--- src/core/port_config_pkg.sv ---
package port_config_pkg;

    // Core clock
    localparam int CLK_PERIOD_PS = 25000;

    // Downstream port range
    localparam int NUM_PORTS     = 4;
    localparam int FIRST_DOWN    = 1;
    localparam int LAST_DOWN     = 3;

    // Max payload size capability codes
    localparam logic [2:0] MPS_CODE_256 = 3'h1;
    localparam logic [2:0] MPS_CODE_512 = 3'h2;
    localparam logic [2:0] MPS_RESET    = 3'h0;

    // Reference clock and PLL settle time after leaving the substate, before SUB_ACTIVE
    localparam int PLL_SETTLE_NS  = 1000;
    localparam int PLL_SETTLE_CYC =
        (PLL_SETTLE_NS * 1000 + CLK_PERIOD_PS - 1) / CLK_PERIOD_PS;

    // Presence input must hold this long before it is believed
    localparam int PRESENCE_DEBOUNCE_NS  = 1000;
    localparam int PRESENCE_DEBOUNCE_CYC =
        (PRESENCE_DEBOUNCE_NS * 1000 + CLK_PERIOD_PS - 1) / CLK_PERIOD_PS;

    localparam int CNT_W = 8;
    localparam logic [CNT_W-1:0] CNT_ZERO     = 8'h00;
    localparam logic [CNT_W-1:0] CNT_ONE      = 8'h01;
    localparam logic [CNT_W-1:0] PLL_SETTLE_CNT      = CNT_W'(PLL_SETTLE_CYC);
    localparam logic [CNT_W-1:0] PRESENCE_DEBOUNCE_CNT = CNT_W'(PRESENCE_DEBOUNCE_CYC);

    // Per-port clock-request state, Gray along the usual path
    typedef enum logic [1:0] {
        SUB_ACTIVE = 2'h0,
        SUB_ENTRY  = 2'h1,
        SUB_L1     = 2'h3,
        SUB_WAKE   = 2'h2
    } substate_e;

endpackage

--- src/core/port_config_straps.sv ---
// Operation
// - VC strap: VC1 on, or resources to VC0
// - Polarity strap high disables inversion detection
// - Payload strap selects 512 or 256 bytes
// - Presence low means device in slot
// - Slot clock strap high means common clock
// - Slot-implemented strap: slot, else chip-to-chip
// - L1 substate only while select is low
// - Request released: refclk and PLL off, L1
// - Request asserted: refclk valid, PLL on, exit
// - Select high: per-port status outputs driven
// - System reset initialises all internal state
`timescale 1ns/1ps
`default_nettype none

module port_config_straps (
    input  wire logic       clock_i,                        // Core clock, 40 MHz
    input  wire logic       nrst_i,                         // System reset, active low
    input  wire logic       second_vc_enable_i,             // VC1 strap
    input  wire logic       rx_polarity_detect_disable_i,   // Polarity detect strap
    input  wire logic       payload_large_select_i,         // 512 byte payload strap
    input  wire logic       slot_clock_config_i,            // Slot clock strap
    input  wire logic [3:1] slot_implemented_i,             // Slot attached straps
    input  wire logic [3:1] slot_presence_n_i,              // Presence, active low
    input  wire logic       status_or_substate_select_i,    // Status mode strap
    input  wire logic [3:0] clock_request_n_i,              // Clock request pin level
    input  wire logic [3:0] port_l1_entry_i,                // Port link idle in L1
    input  wire logic [3:0] port_l1_exit_i,                 // Port link wants to leave L1
    input  wire logic [3:0] port_status_i,                  // Port condition for debug
    output var  logic       vc1_enable_o,                   // VC1 capability on
    output var  logic       vc_resource_share_o,            // VC1 resources lent to VC0
    output var  logic       rx_polarity_detect_en_o,        // Inversion detection on
    output var  logic [2:0] max_payload_code_o,             // Max payload capability
    output var  logic       common_clock_o,                 // Platform refclk used
    output var  logic [3:1] slot_attached_o,                // Port goes to a slot
    output var  logic [3:1] slot_present_o,                 // Device in slot
    output var  logic       l1_substate_support_o,          // Substate capability on
    output var  logic [3:0] clock_request_n_o,              // Clock request pin drive
    output var  logic [3:0] clock_request_oe_o,             // Clock request pin enable
    output var  logic [3:0] refclk_enable_o,                // Reference clock on
    output var  logic [3:0] pll_enable_o,                   // PLL on
    output var  logic [3:0] l1_substate_o,                  // Port in L1 substate
    output var  logic [3:0] per_port_status_out_o           // Debug status pins
);

    // Strap capture group
    logic       vc1_r;
    logic       vc1_nxt;
    logic       pol_dis_r;
    logic       pol_dis_nxt;
    logic       pl512_r;
    logic       pl512_nxt;
    logic       slot_clock_config_r;
    logic       slot_clock_config_nxt;
    logic [3:1] slot_implemented_r;
    logic [3:1] slot_implemented_nxt;
    logic       status_mode_r;
    logic       status_mode_nxt;

    always_comb begin
        vc1_nxt         = vc1_r;
        pol_dis_nxt     = pol_dis_r;
        pl512_nxt       = pl512_r;
        slot_clock_config_nxt     = slot_clock_config_r;
        slot_implemented_nxt    = slot_implemented_r;
        status_mode_nxt = status_mode_r;
        // Follow the pins only while reset is held
        if (!nrst_i) begin
            vc1_nxt         = second_vc_enable_i;
            pol_dis_nxt     = rx_polarity_detect_disable_i;
            pl512_nxt       = payload_large_select_i;
            slot_clock_config_nxt     = slot_clock_config_i;
            slot_implemented_nxt    = slot_implemented_i;
            status_mode_nxt = status_or_substate_select_i;
        end
    end

    always_ff @(posedge clock_i) begin
        vc1_r         <= vc1_nxt;
        pol_dis_r     <= pol_dis_nxt;
        pl512_r       <= pl512_nxt;
        slot_clock_config_r     <= slot_clock_config_nxt;
        slot_implemented_r    <= slot_implemented_nxt;
        status_mode_r <= status_mode_nxt;
    end

    // Configuration outputs group
    logic       vc1_out_r;
    logic       vc1_out_nxt;
    logic       share_r;
    logic       share_nxt;
    logic       pol_en_r;
    logic       pol_en_nxt;
    logic [2:0] mps_r;
    logic [2:0] mps_nxt;
    logic       cclk_r;
    logic       cclk_nxt;
    logic [3:1] attached_r;
    logic [3:1] attached_nxt;
    logic       l1s_sup_r;
    logic       l1s_sup_nxt;
    logic [3:0] status_out_r;
    logic [3:0] status_out_nxt;

    always_comb begin
        vc1_out_nxt    = 1'b0;
        share_nxt      = 1'b0;
        pol_en_nxt     = 1'b0;
        mps_nxt        = port_config_pkg::MPS_RESET;
        cclk_nxt       = 1'b0;
        attached_nxt   = 3'h0;
        l1s_sup_nxt    = 1'b0;
        status_out_nxt = 4'h0;
        if (nrst_i) begin
            vc1_out_nxt    = vc1_r;
            share_nxt      = !vc1_r;
            pol_en_nxt     = !pol_dis_r;
            if (pl512_r) begin
                mps_nxt = port_config_pkg::MPS_CODE_512;
            end else begin
                mps_nxt = port_config_pkg::MPS_CODE_256;
            end
            cclk_nxt       = slot_clock_config_r;
            attached_nxt   = slot_implemented_r;
            l1s_sup_nxt    = !status_mode_r;
            // Debug pins carry port state only in status mode
            if (status_mode_r) begin
                status_out_nxt = port_status_i;
            end
        end
    end

    always_ff @(posedge clock_i) begin
        vc1_out_r    <= vc1_out_nxt;
        share_r      <= share_nxt;
        pol_en_r     <= pol_en_nxt;
        mps_r        <= mps_nxt;
        cclk_r       <= cclk_nxt;
        attached_r   <= attached_nxt;
        l1s_sup_r    <= l1s_sup_nxt;
        status_out_r <= status_out_nxt;
    end

    assign vc1_enable_o            = vc1_out_r;
    assign vc_resource_share_o     = share_r;
    assign rx_polarity_detect_en_o = pol_en_r;
    assign max_payload_code_o      = mps_r;
    assign common_clock_o          = cclk_r;
    assign slot_attached_o         = attached_r;
    assign l1_substate_support_o   = l1s_sup_r;
    assign per_port_status_out_o   = status_out_r;

    // Presence debounce, one per downstream port
    for (genvar d = port_config_pkg::FIRST_DOWN; d <= port_config_pkg::LAST_DOWN;
         d++) begin : g_presence
        logic                              present_r;
        logic                              present_nxt;
        logic [port_config_pkg::CNT_W-1:0] db_cnt_r;
        logic [port_config_pkg::CNT_W-1:0] db_cnt_nxt;

        always_comb begin
            present_nxt = present_r;
            db_cnt_nxt  = port_config_pkg::CNT_ZERO;
            if (!nrst_i) begin
                present_nxt = 1'b0;
            end else if (!slot_presence_n_i[d] != present_r) begin
                db_cnt_nxt = db_cnt_r + port_config_pkg::CNT_ONE;
                if (db_cnt_r >= port_config_pkg::PRESENCE_DEBOUNCE_CNT
                                 - port_config_pkg::CNT_ONE) begin
                    present_nxt = !slot_presence_n_i[d];
                    db_cnt_nxt  = port_config_pkg::CNT_ZERO;
                end
            end
        end

        always_ff @(posedge clock_i) begin
            present_r <= present_nxt;
            db_cnt_r  <= db_cnt_nxt;
        end

        assign slot_present_o[d] = present_r;
    end

    // Clock-request substate control, one per port
    for (genvar p = 0; p < port_config_pkg::NUM_PORTS; p++) begin : g_substate
        port_config_pkg::substate_e        state_r;
        port_config_pkg::substate_e        state_nxt;
        logic [port_config_pkg::CNT_W-1:0] wait_r;
        logic [port_config_pkg::CNT_W-1:0] wait_nxt;
        logic                              oe_r;
        logic                              oe_nxt;
        logic                              ref_r;
        logic                              ref_nxt;
        logic                              pll_r;
        logic                              pll_nxt;
        logic                              in_l1_r;
        logic                              in_l1_nxt;
        logic                              drv_r;
        logic                              drv_nxt;
        logic                              pin_asserted;

        assign pin_asserted = !clock_request_n_i[p];

        always_comb begin
            state_nxt = state_r;
            wait_nxt  = wait_r;
            case (state_r)
                port_config_pkg::SUB_ACTIVE: begin
                    // Release our drive only when substates are allowed
                    if (!status_mode_r && port_l1_entry_i[p]) begin
                        state_nxt = port_config_pkg::SUB_ENTRY;
                    end
                end
                port_config_pkg::SUB_ENTRY: begin
                    if (!port_l1_entry_i[p] || port_l1_exit_i[p]) begin
                        state_nxt = port_config_pkg::SUB_ACTIVE;
                    end else if (!pin_asserted) begin
                        state_nxt = port_config_pkg::SUB_L1;
                    end
                end
                port_config_pkg::SUB_L1: begin
                    // Partner pulls the pin or our own link wants out
                    if (pin_asserted || port_l1_exit_i[p]) begin
                        state_nxt = port_config_pkg::SUB_WAKE;
                        wait_nxt  = port_config_pkg::PLL_SETTLE_CNT;
                    end
                end
                port_config_pkg::SUB_WAKE: begin
                    wait_nxt = wait_r - port_config_pkg::CNT_ONE;
                    if (wait_r <= port_config_pkg::CNT_ONE) begin
                        state_nxt = port_config_pkg::SUB_ACTIVE;
                        wait_nxt  = port_config_pkg::CNT_ZERO;
                    end
                end
                default: begin
                    state_nxt = port_config_pkg::SUB_ACTIVE;
                    wait_nxt  = port_config_pkg::CNT_ZERO;
                end
            endcase
            if (!nrst_i || status_mode_r) begin
                state_nxt = port_config_pkg::SUB_ACTIVE;
                wait_nxt  = port_config_pkg::CNT_ZERO;
            end
        end

        // Outputs follow the state being entered, so they change with it
        always_comb begin
            ref_nxt   = 1'b1;
            pll_nxt   = 1'b1;
            in_l1_nxt = 1'b0;
            oe_nxt    = 1'b0;
            drv_nxt   = 1'b0;
            case (state_nxt)
                port_config_pkg::SUB_ACTIVE: begin
                    // Hold the open-drain request low while the link runs, except in status mode
                    oe_nxt = !status_mode_r;
                end
                port_config_pkg::SUB_ENTRY: begin
                    // Let go so the wire can float to deasserted
                    oe_nxt = 1'b0;
                end
                port_config_pkg::SUB_L1: begin
                    // Clocks off only in the substate itself
                    ref_nxt   = 1'b0;
                    pll_nxt   = 1'b0;
                    in_l1_nxt = 1'b1;
                end
                port_config_pkg::SUB_WAKE: begin
                    oe_nxt = !status_mode_r;
                end
                default: begin
                    oe_nxt = 1'b0;
                end
            endcase
            if (!nrst_i) begin
                ref_nxt   = 1'b1;
                pll_nxt   = 1'b1;
                in_l1_nxt = 1'b0;
                oe_nxt    = 1'b0;
                drv_nxt   = 1'b0;
            end
        end

        always_ff @(posedge clock_i) begin
            state_r <= state_nxt;
            wait_r  <= wait_nxt;
            oe_r    <= oe_nxt;
            ref_r   <= ref_nxt;
            pll_r   <= pll_nxt;
            in_l1_r <= in_l1_nxt;
            drv_r   <= drv_nxt;
        end

        assign clock_request_n_o[p]  = drv_r;
        assign clock_request_oe_o[p] = oe_r;
        assign refclk_enable_o[p]    = ref_r;
        assign pll_enable_o[p]       = pll_r;
        assign l1_substate_o[p]      = in_l1_r;
    end

endmodule

`default_nettype wire

--- config.mk ---
export PLATFORM = sky130hd
export DESIGN_NAME = port_config_straps
export DESIGN_NICKNAME = d
export VERILOG_FILES = /design/src/core/port_config_pkg.sv /design/src/core/port_config_straps.sv
export SDC_FILE = /design/constraint.sdc
export NUM_CORES = 1
export LEC_CHECK = 0
export BUFFER_PORTS_ARGS = -buffer_cell sky130_fd_sc_hd__buf_4
export CORE_MARGIN = 3
export CORE_UTILIZATION = 30
export CTS_CLUSTER_SIZE = 28
export DETAILED_ROUTE_END_ITERATION = 10
export PLACE_DENSITY = 0.57
export SLEW_MARGIN = 20
export SYNTH_ARGS = -nofsm -noshare
export SYNTH_HDL_FRONTEND = slang
export SYNTH_SLANG_ARGS = --single-unit
--- constraint.sdc ---
create_clock -name clock_i -period 5.25 [get_ports clock_i]
set_input_delay 1.05 -clock clock_i [delete_from_list [all_inputs] [get_ports clock_i]]
set_output_delay 1.05 -clock clock_i [all_outputs]
set_load 0.01 [all_outputs]
==> results_dict.tcl, run 1 <==
set metrics [dict create \
    post-route-util 0.365 \
    yosysTopAreaCell "dfxtp_1" \
    startpoint_type "input port" \
    drc_errors 0 \
    synth_top_flop_cell "dfxtp_1" \
    row_count 43 \
    post_drt_wl_per_cell_um 13.1 \
    cts.sink_count 101 \
    finClkSkew_ns 0.00764 \
    yosys_warnings 0 \
    vias 3383 \
    via_per_inst 4.88 \
    rsz0062_at_grt "no" \
    cts_tree "built" \
    final_cell_mix "dfxtp_1 (93), buf_4 (61), nor2_1 (49)" \
    yosysSeqAreaShare 0.485 \
    period_needed_ns 2.48 \
    end_kind "register" \
    port-buffer-count 61 \
    syn2layout_area_growth_pct 17.8 \
    worst_ep_required_time_ns 5.49 \
    finalPower_w 0.00153 \
    drv_slew 0 \
    antenna_cells 0 \
    drt-initial-drc-count 216 \
    nFillCells 1428 \
    drv_cap 0 \
    cts_hold_buf 0 \
    hold_path_class "register to register" \
    final_nets 548 \
    place.gp.congestion 0.829 \
    path_class "input port to register" \
    hpwl_um 6470 \
    core_area_sq_um 14000 \
    syn_area_sq_um 4330 \
    tightest_slew_ns 0.645 \
    ios 67 \
    grt_pass1_wl_um 15500 \
    antenna_found_initial 0 \
    tns_ns 0 \
    ctsResizeCount 0 \
    vdd_ir_drop_max_v 0.000280 \
    outcome "completed" \
    clockBufferDepth 2 \
    cp_max_fo 34 \
    cp.buffers_inverters 2 \
    grt_max_degree 35 \
    synthCells 460 \
    drive_gt1_frac 0.185 \
    p_leak_nw 2.15 \
    antenna_left 0 \
    min_period_over_period 0.473 \
    die_x_um 126 \
    final_area_sq_um 5100 \
    synth_area_leaders "dfxtp_1 (43%), edfxtp_1 (5.5%), nor2_1 (4.2%), buf_4 (4.2%), ha_1 (3.2%)" \
    clk_pin_slew_ns 0.07 \
    start_util 0.310 \
    p_per_area_nw_per_um2 299 \
    fmax_mhz 403 \
    yosysTopAreaCellShare 0.430 \
    cts_buffers 9 \
    track_usage 0.118 \
    path_cells "buf_4, or2b_4, inv_1, and4_1, a311o_1" \
    async_reset_ff_frac 0 \
    overflow 0 \
    die_area_sq_um 15900 \
    first_pass_iters 4 \
    synth_edf_count 8 \
    max_stage_delay_ns 0.47 \
    synth_cell_types 57 \
    arrival_ns 2.72 \
    setup_viol 0 \
    grt_pass1_vias 3326 \
    layout_commonest_cell "dfxtp_1" \
    relSlewSlack 0.566 \
    cts_root_buffer "clkbuf_16" \
    htreeDepth 3 \
    hold_viol 0 \
    cp_slowest_cell "or2b_4" \
    placed_area_sq_um 4820 \
    synth-seq-cells 101 \
    critPathTopFamily "simple AND/OR/NAND/NOR gates" \
    die_y_um 126 \
    worstSkewPairLatency_ns 0.35 \
    postSynthAreaPerCell_sq_um 9.41 \
    wirelength_um 9060 \
    cts_setup_buffers 0 \
]
[area by class of cell]
| cell class | count | area [sq um] | area share |
|---|---|---|---|
| tap | 180 | 225 | 0.0442 |
| clock inverter | 7 | 56.3 | 0.0110 |
| multi-input combinational | 315 | 1960 | 0.384 |
| sequential | 101 | 2100 | 0.412 |
| timing repair buffer | 61 | 458 | 0.0898 |
| inverter | 20 | 75.1 | 0.0147 |
| clock buffer | 9 | 225 | 0.0442 |
[worst register-to-register path, stage by stage (launching register included)]
cell      delay, ns
edfxtp_1       0.69
or2b_4         0.48
inv_1          0.42
and4_1         0.31
a311o_1        0.30
[metrics by stage]
stage	std cells	setup slack (ns)	hold WS, ns
2_1_floorplan	470	3.14	0.379
3_3_place_gp	677	2.41	0.392
3_5_place_dp	677	2.37	0.394
4_1_cts	693	2.75	0.405
5_1_grt	693	2.62	0.427
6_report	693	2.77	0.402
[state kept, by name, indices dropped and copies added, names as in the netlist, 4 cells and up]
name                   count
per_port_status_out_o      4
g_substate.in_l1_r         4
g_substate.wait_r         32
g_substate.state_r         8
g_presence.db_cnt_r       24
g_substate.pll_r           4
g_substate.oe_r            4
[synth_stat cells, types with 11 or more instances]
library cell / number
a21oi_1: 27
and2_1: 15
buf_4: 24
dfxtp_1: 93
ha_1: 11
inv_1: 20
nand2_1: 29
nand3_1: 12
nor2_1: 49
nor3_1: 13
[power breakdown]
part | switching, W | total [W] | internal (W) | leakage (nW)
sequential | 0.0000111 | 0.000807 | 0.000796 | 0.835
clock | 0.000312 | 0.000642 | 0.000330 | 0.144
combinational | 0.0000387 | 0.0000773 | 0.0000386 | 1.17
[layer usage]
layer | global-route usage | vias up | share of wire
met5 | 0 | - | 0
met4 | 0.0379 | 0 | 0.0081
met3 | 0.0522 | 7 | 0.078
met2 | 0.190 | 87 | 0.47
met1 | 0.142 | 1598 | 0.44
li1 | - | 1691 | -
[logic make-up after synthesis]
kind of cell | count (synthesis) | share of synthesized area
buf+inv | 54 | 0.0711
mux | 8 | 0.0185
xor+xnor | 13 | 0.0263
simple gates | 185 | 0.225
compound gates | 87 | 0.142
flops | 101 | 0.485
other cells | 1 | 0.000866
fa+ha+maj | 11 | 0.0318
[worst paths after layout]
kind	startpoint	end	slack (ns)	cells after the start
worst max-delay path	nrst_i	g_substate[1].wait_r[7]	2.77	5
worst min-delay path	pol_dis_r	rx_polarity_detect_en_o	0.40	1
worst max register to register	status_mode_r	g_substate[1].wait_r[7]	2.94	4
worst min register to register	pol_dis_r	rx_polarity_detect_en_o	0.40	1
Power figures use the tool's default switching activity.
==> run 2, diff against run 1 <==
==> constraint.sdc (replaced) <==
create_clock -name clock_i -period 2.3 [get_ports clock_i]
set_input_delay 0.46 -clock clock_i [delete_from_list [all_inputs] [get_ports clock_i]]
set_output_delay 0.46 -clock clock_i [all_outputs]
set_load 0.01 [all_outputs]
==> run 2 against run 1 <==
Total power increased by 140%. Sequential power rose by 130%. Critical path depth down 1. Wire length is 0.49% lower. Non-clock buffer count increased by 3. Critical path type is now register to register. Largest cell class unchanged.
==> results_dict.tcl, run 2 (synthesis gave the netlist of run 1 again) <==
set metrics [dict create \
    outcome "completed" \
    max_stage_delay_ns 0.57 \
    die_area_sq_um 15900 \
    antenna_cells 0 \
    place.gp.congestion 0.782 \
    overflow 0 \
    placed_area_sq_um 4850 \
    cts_setup_buffers 0 \
    worst_ep_required_time_ns 2.57 \
    drt-initial-drc-count 246 \
    finClkSkew_ns 0.00592 \
    clockBufferDepth 2 \
    p_per_area_nw_per_um2 695 \
    final_area_sq_um 5160 \
    cts_buffers 9 \
    vdd_ir_drop_max_v 0.000582 \
    die_x_um 126 \
    p_leak_nw 2.18 \
    post-route-util 0.369 \
    fin_ws_ns 0.380 \
    wirelength_um 9010 \
    arrival_ns 2.19 \
    port-buffer-count 61 \
    cp_slowest_cell "or4_1" \
    start_util 0.310 \
    grt_pass1_vias 3189 \
    period_needed_ns 1.92 \
    final_cell_mix "dfxtp_1 (93), buf_4 (63), nor2_1 (49)" \
    syn2layout_area_growth_pct 19.2 \
    worstSkewPairLatency_ns 0.35 \
    top_register "g_substate.wait_r" \
    top_regs "g_substate.wait_r x32, g_presence.db_cnt_r x24, g_substate.state_r x8" \
    min_period_over_period 0.835 \
    ios 67 \
    cts_hold_buf 0 \
    startpoint_type "register" \
    post_drt_wl_per_cell_um 12.9 \
    fmax_mhz 521 \
    final_nets 551 \
    hpwl_um 6570 \
    tns_ns 0 \
    grt_max_degree 24 \
    cts.sink_count 101 \
    vias 3344 \
    tightest_slew_ns 0.558 \
    relSlewSlack 0.625 \
    cpMostUsedCell "or4_1" \
    drive_gt1_frac 0.188 \
    track_usage 0.116 \
    hold_path_class "input port to register" \
    htreeDepth 3 \
    row_count 43 \
    rsz0062_at_grt "no" \
    largest_register_ffs 32 \
    antenna_found_initial 0 \
    antenna_left 0 \
    ctsResizeCount 0 \
    cts_tree "built" \
    drv_slew 0 \
    setup_viol 0 \
    grt_pass1_wl_um 15000 \
    path_class "register to register" \
    drc_errors 0 \
    end_kind "register" \
    dpl_worst_slack_ns 0.377 \
    die_y_um 126 \
    drv_cap 0 \
    path_cells "or4_1, or4_1, or4_1, o211ai_2" \
    hold_viol 0 \
    core_area_sq_um 14000 \
    via_per_inst 4.80 \
    cts_root_buffer "clkbuf_16" \
    layout_commonest_cell "dfxtp_1" \
    first_pass_iters 5 \
    cp_max_fo 4 \
    clk_pin_slew_ns 0.07 \
]
run 2: area by class of cell:
type | count | area [sq um]
fill | 1443 | 8830
sequential | 101 | 2100
multi-input combinational | 315 | 1960
timing repair buffer | 64 | 493
clock buffer | 11 | 243
tap | 180 | 225
inverter | 20 | 75.1
clock inverter | 5 | 66.3
run 2: power breakdown:
part | internal (W) | leakage [nW] | switching [W]
combinational | 0.0000955 | 1.19 | 0.0000966
sequential | 0.00182 | 0.835 | 0.0000197
clock | 0.000887 | 0.148 | 0.000673
run 2: metal layers:
| metal | GRT usage | routed length, um | up-vias | share of wire |
|---|---|---|---|---|
| met4 | 0.0303 | 92 | 0 | 0.010 |
| met2 | 0.186 | 4270 | 81 | 0.47 |
| li1 | - | - | 1696 | - |
| met1 | 0.141 | 4020 | 1558 | 0.45 |
| met5 | 0 | 0 | - | 0 |
| met3 | 0.0517 | 624 | 9 | 0.069 |
run 2: per-stage QoR:
| step | hold slack, ns | cells | power [W] |
|---|---|---|---|
| 6_report | 0.288 | 696 | 0.00359 |
| 5_1_grt | 0.265 | 696 | 0.00375 |
| 4_1_cts | 0.269 | 696 | 0.00365 |
| 3_5_place_dp | 0.402 | 680 | 0.00207 |
| 3_3_place_gp | 0.391 | 680 | 0.00207 |
| 2_1_floorplan | 0.379 | 470 | 0.00198 |
run 2: path summary, 6_finish.rpt:
kind | from | endpoint | slack [ns] | cells after the start
hold reg to reg | pol_dis_r | rx_polarity_detect_en_o | 0.41 | 1
setup reg to reg | g_substate[2].wait_r[0] | g_substate[2].wait_r[7] | 0.38 | 4
setup / recovery | g_substate[2].wait_r[0] | g_substate[2].wait_r[7] | 0.38 | 4
hold / removal | slot_implemented_i[3] | slot_implemented_r[3] | 0.29 | 1
run 2: worst max-delay path: cells and delay by family, from the launching register on:
kind            cells  cell delay, ns
flops               1            0.33
simple gates        3            1.45
compound gates      1            0.07
==> run 3, diff against run 2 <==
==> constraint.sdc (replaced) <==
create_clock -name clock_i -period 1.94 [get_ports clock_i]
set_input_delay 0.388 -clock clock_i [delete_from_list [all_inputs] [get_ports clock_i]]
set_output_delay 0.388 -clock clock_i [all_outputs]
set_load 0.01 [all_outputs]
==> run 3 against run 2 <==
Final area up 1.6%. Utilization up 0.60 points. Clock-buffer cell count unchanged. Via count up 0.48%. Cell count up 1.4%. Critical endpoint unchanged. Highest routed layer unchanged.
==> results_dict.tcl, run 3 (synthesis gave the netlist of run 1 again) <==
set metrics [dict create \
    outcome "completed" \
    period_needed_ns 1.86 \
    ios 67 \
    p_leak_nw 2.22 \
    hold_viol 0 \
    clockBufferDepth 2 \
    max_stage_delay_ns 0.54 \
    nFillCells 1414 \
    port-buffer-count 61 \
    cp_slowest_cell "or4_4" \
    drt-initial-drc-count 204 \
    post-route-util 0.375 \
    top_register "g_substate.wait_r" \
    grt_pass1_wl_um 15100 \
    final_nets 561 \
    switching_share 0.222 \
    relSlewSlack 0.626 \
    power_switching_w 0.000932 \
    end_kind "register" \
    vias 3360 \
    place.gp.congestion 0.887 \
    worstSkewPairLatency_ns 0.35 \
    p_seq_frac 0.519 \
    syn2layout_area_growth_pct 21.1 \
    arrival_ns 2.14 \
    hold_path_class "input port to register" \
    cts_buffers 9 \
    internal_power_w 0.00327 \
    post_drt_wl_per_cell_um 12.7 \
    wirelength_um 8950 \
    p_per_area_nw_per_um2 800 \
    cts_hold_buf 0 \
    fmax_mhz 537 \
    combPwrFrac 0.055 \
    layout_commonest_cell "dfxtp_1" \
    antenna_cells 0 \
    ctsResizeCount 0 \
    htreeDepth 3 \
    die_y_um 126 \
    startpoint_type "register" \
    top_regs "g_substate.wait_r x32, g_presence.db_cnt_r x24, g_substate.state_r x8" \
    track_usage 0.116 \
    start_util 0.310 \
    clock_power_share 0.426 \
    tns_ns 0 \
    grt_pass1_vias 3260 \
    hpwl_um 6520 \
    first_pass_iters 4 \
    core_area_sq_um 14000 \
    layout.cells.non_filler 706 \
    finClkSkew_ns 0.00502 \
    final_cell_mix "dfxtp_1 (92), buf_4 (74), nor2_1 (48)" \
    antenna_found_initial 0 \
    grt_max_degree 18 \
    largest_register_ffs 32 \
    via_per_inst 4.76 \
    cts_setup_buffers 0 \
    setup_viol 0 \
    tightest_slew_ns 0.556 \
    rsz0062_at_grt "no" \
    path_cells "or4_4, or4_4, or4_1, o211ai_2" \
    drc_errors 0 \
    finalPower_w 0.00420 \
    row_count 43 \
    cts_root_buffer "clkbuf_16" \
    worst_ep_required_time_ns 2.22 \
    cpMostUsedCell "or4_4" \
    die_x_um 126 \
    dp_cells 690 \
    clk_pin_slew_ns 0.07 \
    drive_gt1_frac 0.219 \
    antenna_left 0 \
    drv_cap 0 \
    vdd_ir_drop_max_v 0.000583 \
    cp_max_fo 4 \
    min_period_over_period 0.959 \
    cts.sink_count 101 \
    overflow 0 \
    die_area_sq_um 15900 \
    cts_tree "built" \
    path_class "register to register" \
    drv_slew 0 \
]
==> run 3: cell types whose count changed in the layout (fill, tap and decap cells not counted), moves of 2 or more <==
cell	change
or4_4	+2
clkinv_2	+2
or4_1	-2
buf_4	+11
a211oi_1	-2
a211oi_2	+2
==> run 3: final timing paths <==
| check | start | endpoint | slack [ns] | depth (start not counted) |
|---|---|---|---|---|
| worst min register to register | pol_dis_r | rx_polarity_detect_en_o | 0.41 | 1 |
| worst min-delay path | second_vc_enable_i | vc1_r | 0.21 | 1 |
| worst max-delay path | g_substate[2].wait_r[0] | g_substate[2].wait_r[7] | 0.08 | 4 |
| worst max register to register | g_substate[2].wait_r[0] | g_substate[2].wait_r[7] | 0.08 | 4 |
==> run 3: worst max-delay path, delay by kind of cell (launching register included) <==
kind	cells	cell delay, ns
simple gates	3	1.38
compound gates	1	0.07
flops	1	0.34
==> run 3: power groups by stage <==
| stage | combinational, W | clock [W] | sequential (W) |
|---|---|---|---|
| floorplan | 0.000119 | 0 | 0.00223 |
| global placement | 0.000232 | 0 | 0.00222 |
| detailed placement | 0.000235 | 0 | 0.00222 |
| CTS | 0.000236 | 0.00188 | 0.00218 |
| global route | 0.000258 | 0.00195 | 0.00218 |
| finish | 0.000232 | 0.00179 | 0.00218 |
==> run 3: routing by layer <==
layer | vias to the layer above | GRT usage | part of all wire
li1 | 1715 | - | -
met2 | 86 | 0.181 | 0.46
met1 | 1552 | 0.145 | 0.46
met5 | - | 0 | 0
met4 | 0 | 0.0315 | 0.0060
met3 | 7 | 0.0547 | 0.078
==> run 3: layout make-up <==
class | instances | area (sq um) | share of cell area
Clock buffer | 11 | 264 | 0.0503
Clock inverter | 5 | 38.8 | 0.00739
Inverter | 20 | 75.1 | 0.0143
Multi-Input combinational cell | 315 | 1980 | 0.378
Sequential cell | 101 | 2100 | 0.401
Tap cell | 180 | 225 | 0.0429
Timing Repair Buffer | 74 | 556 | 0.106
==> run 3: stage by stage <==
step	hold WS, ns	cell area, sq um	setup slack, ns
3_5_place_dp	0.404	4920	0.0770
5_1_grt	0.188	5250	0.00181
6_report	0.211	5250	0.0795
4_1_cts	0.190	5220	0.0560
3_3_place_gp	0.395	4920	0.0905
2_1_floorplan	0.379	4370	0.145
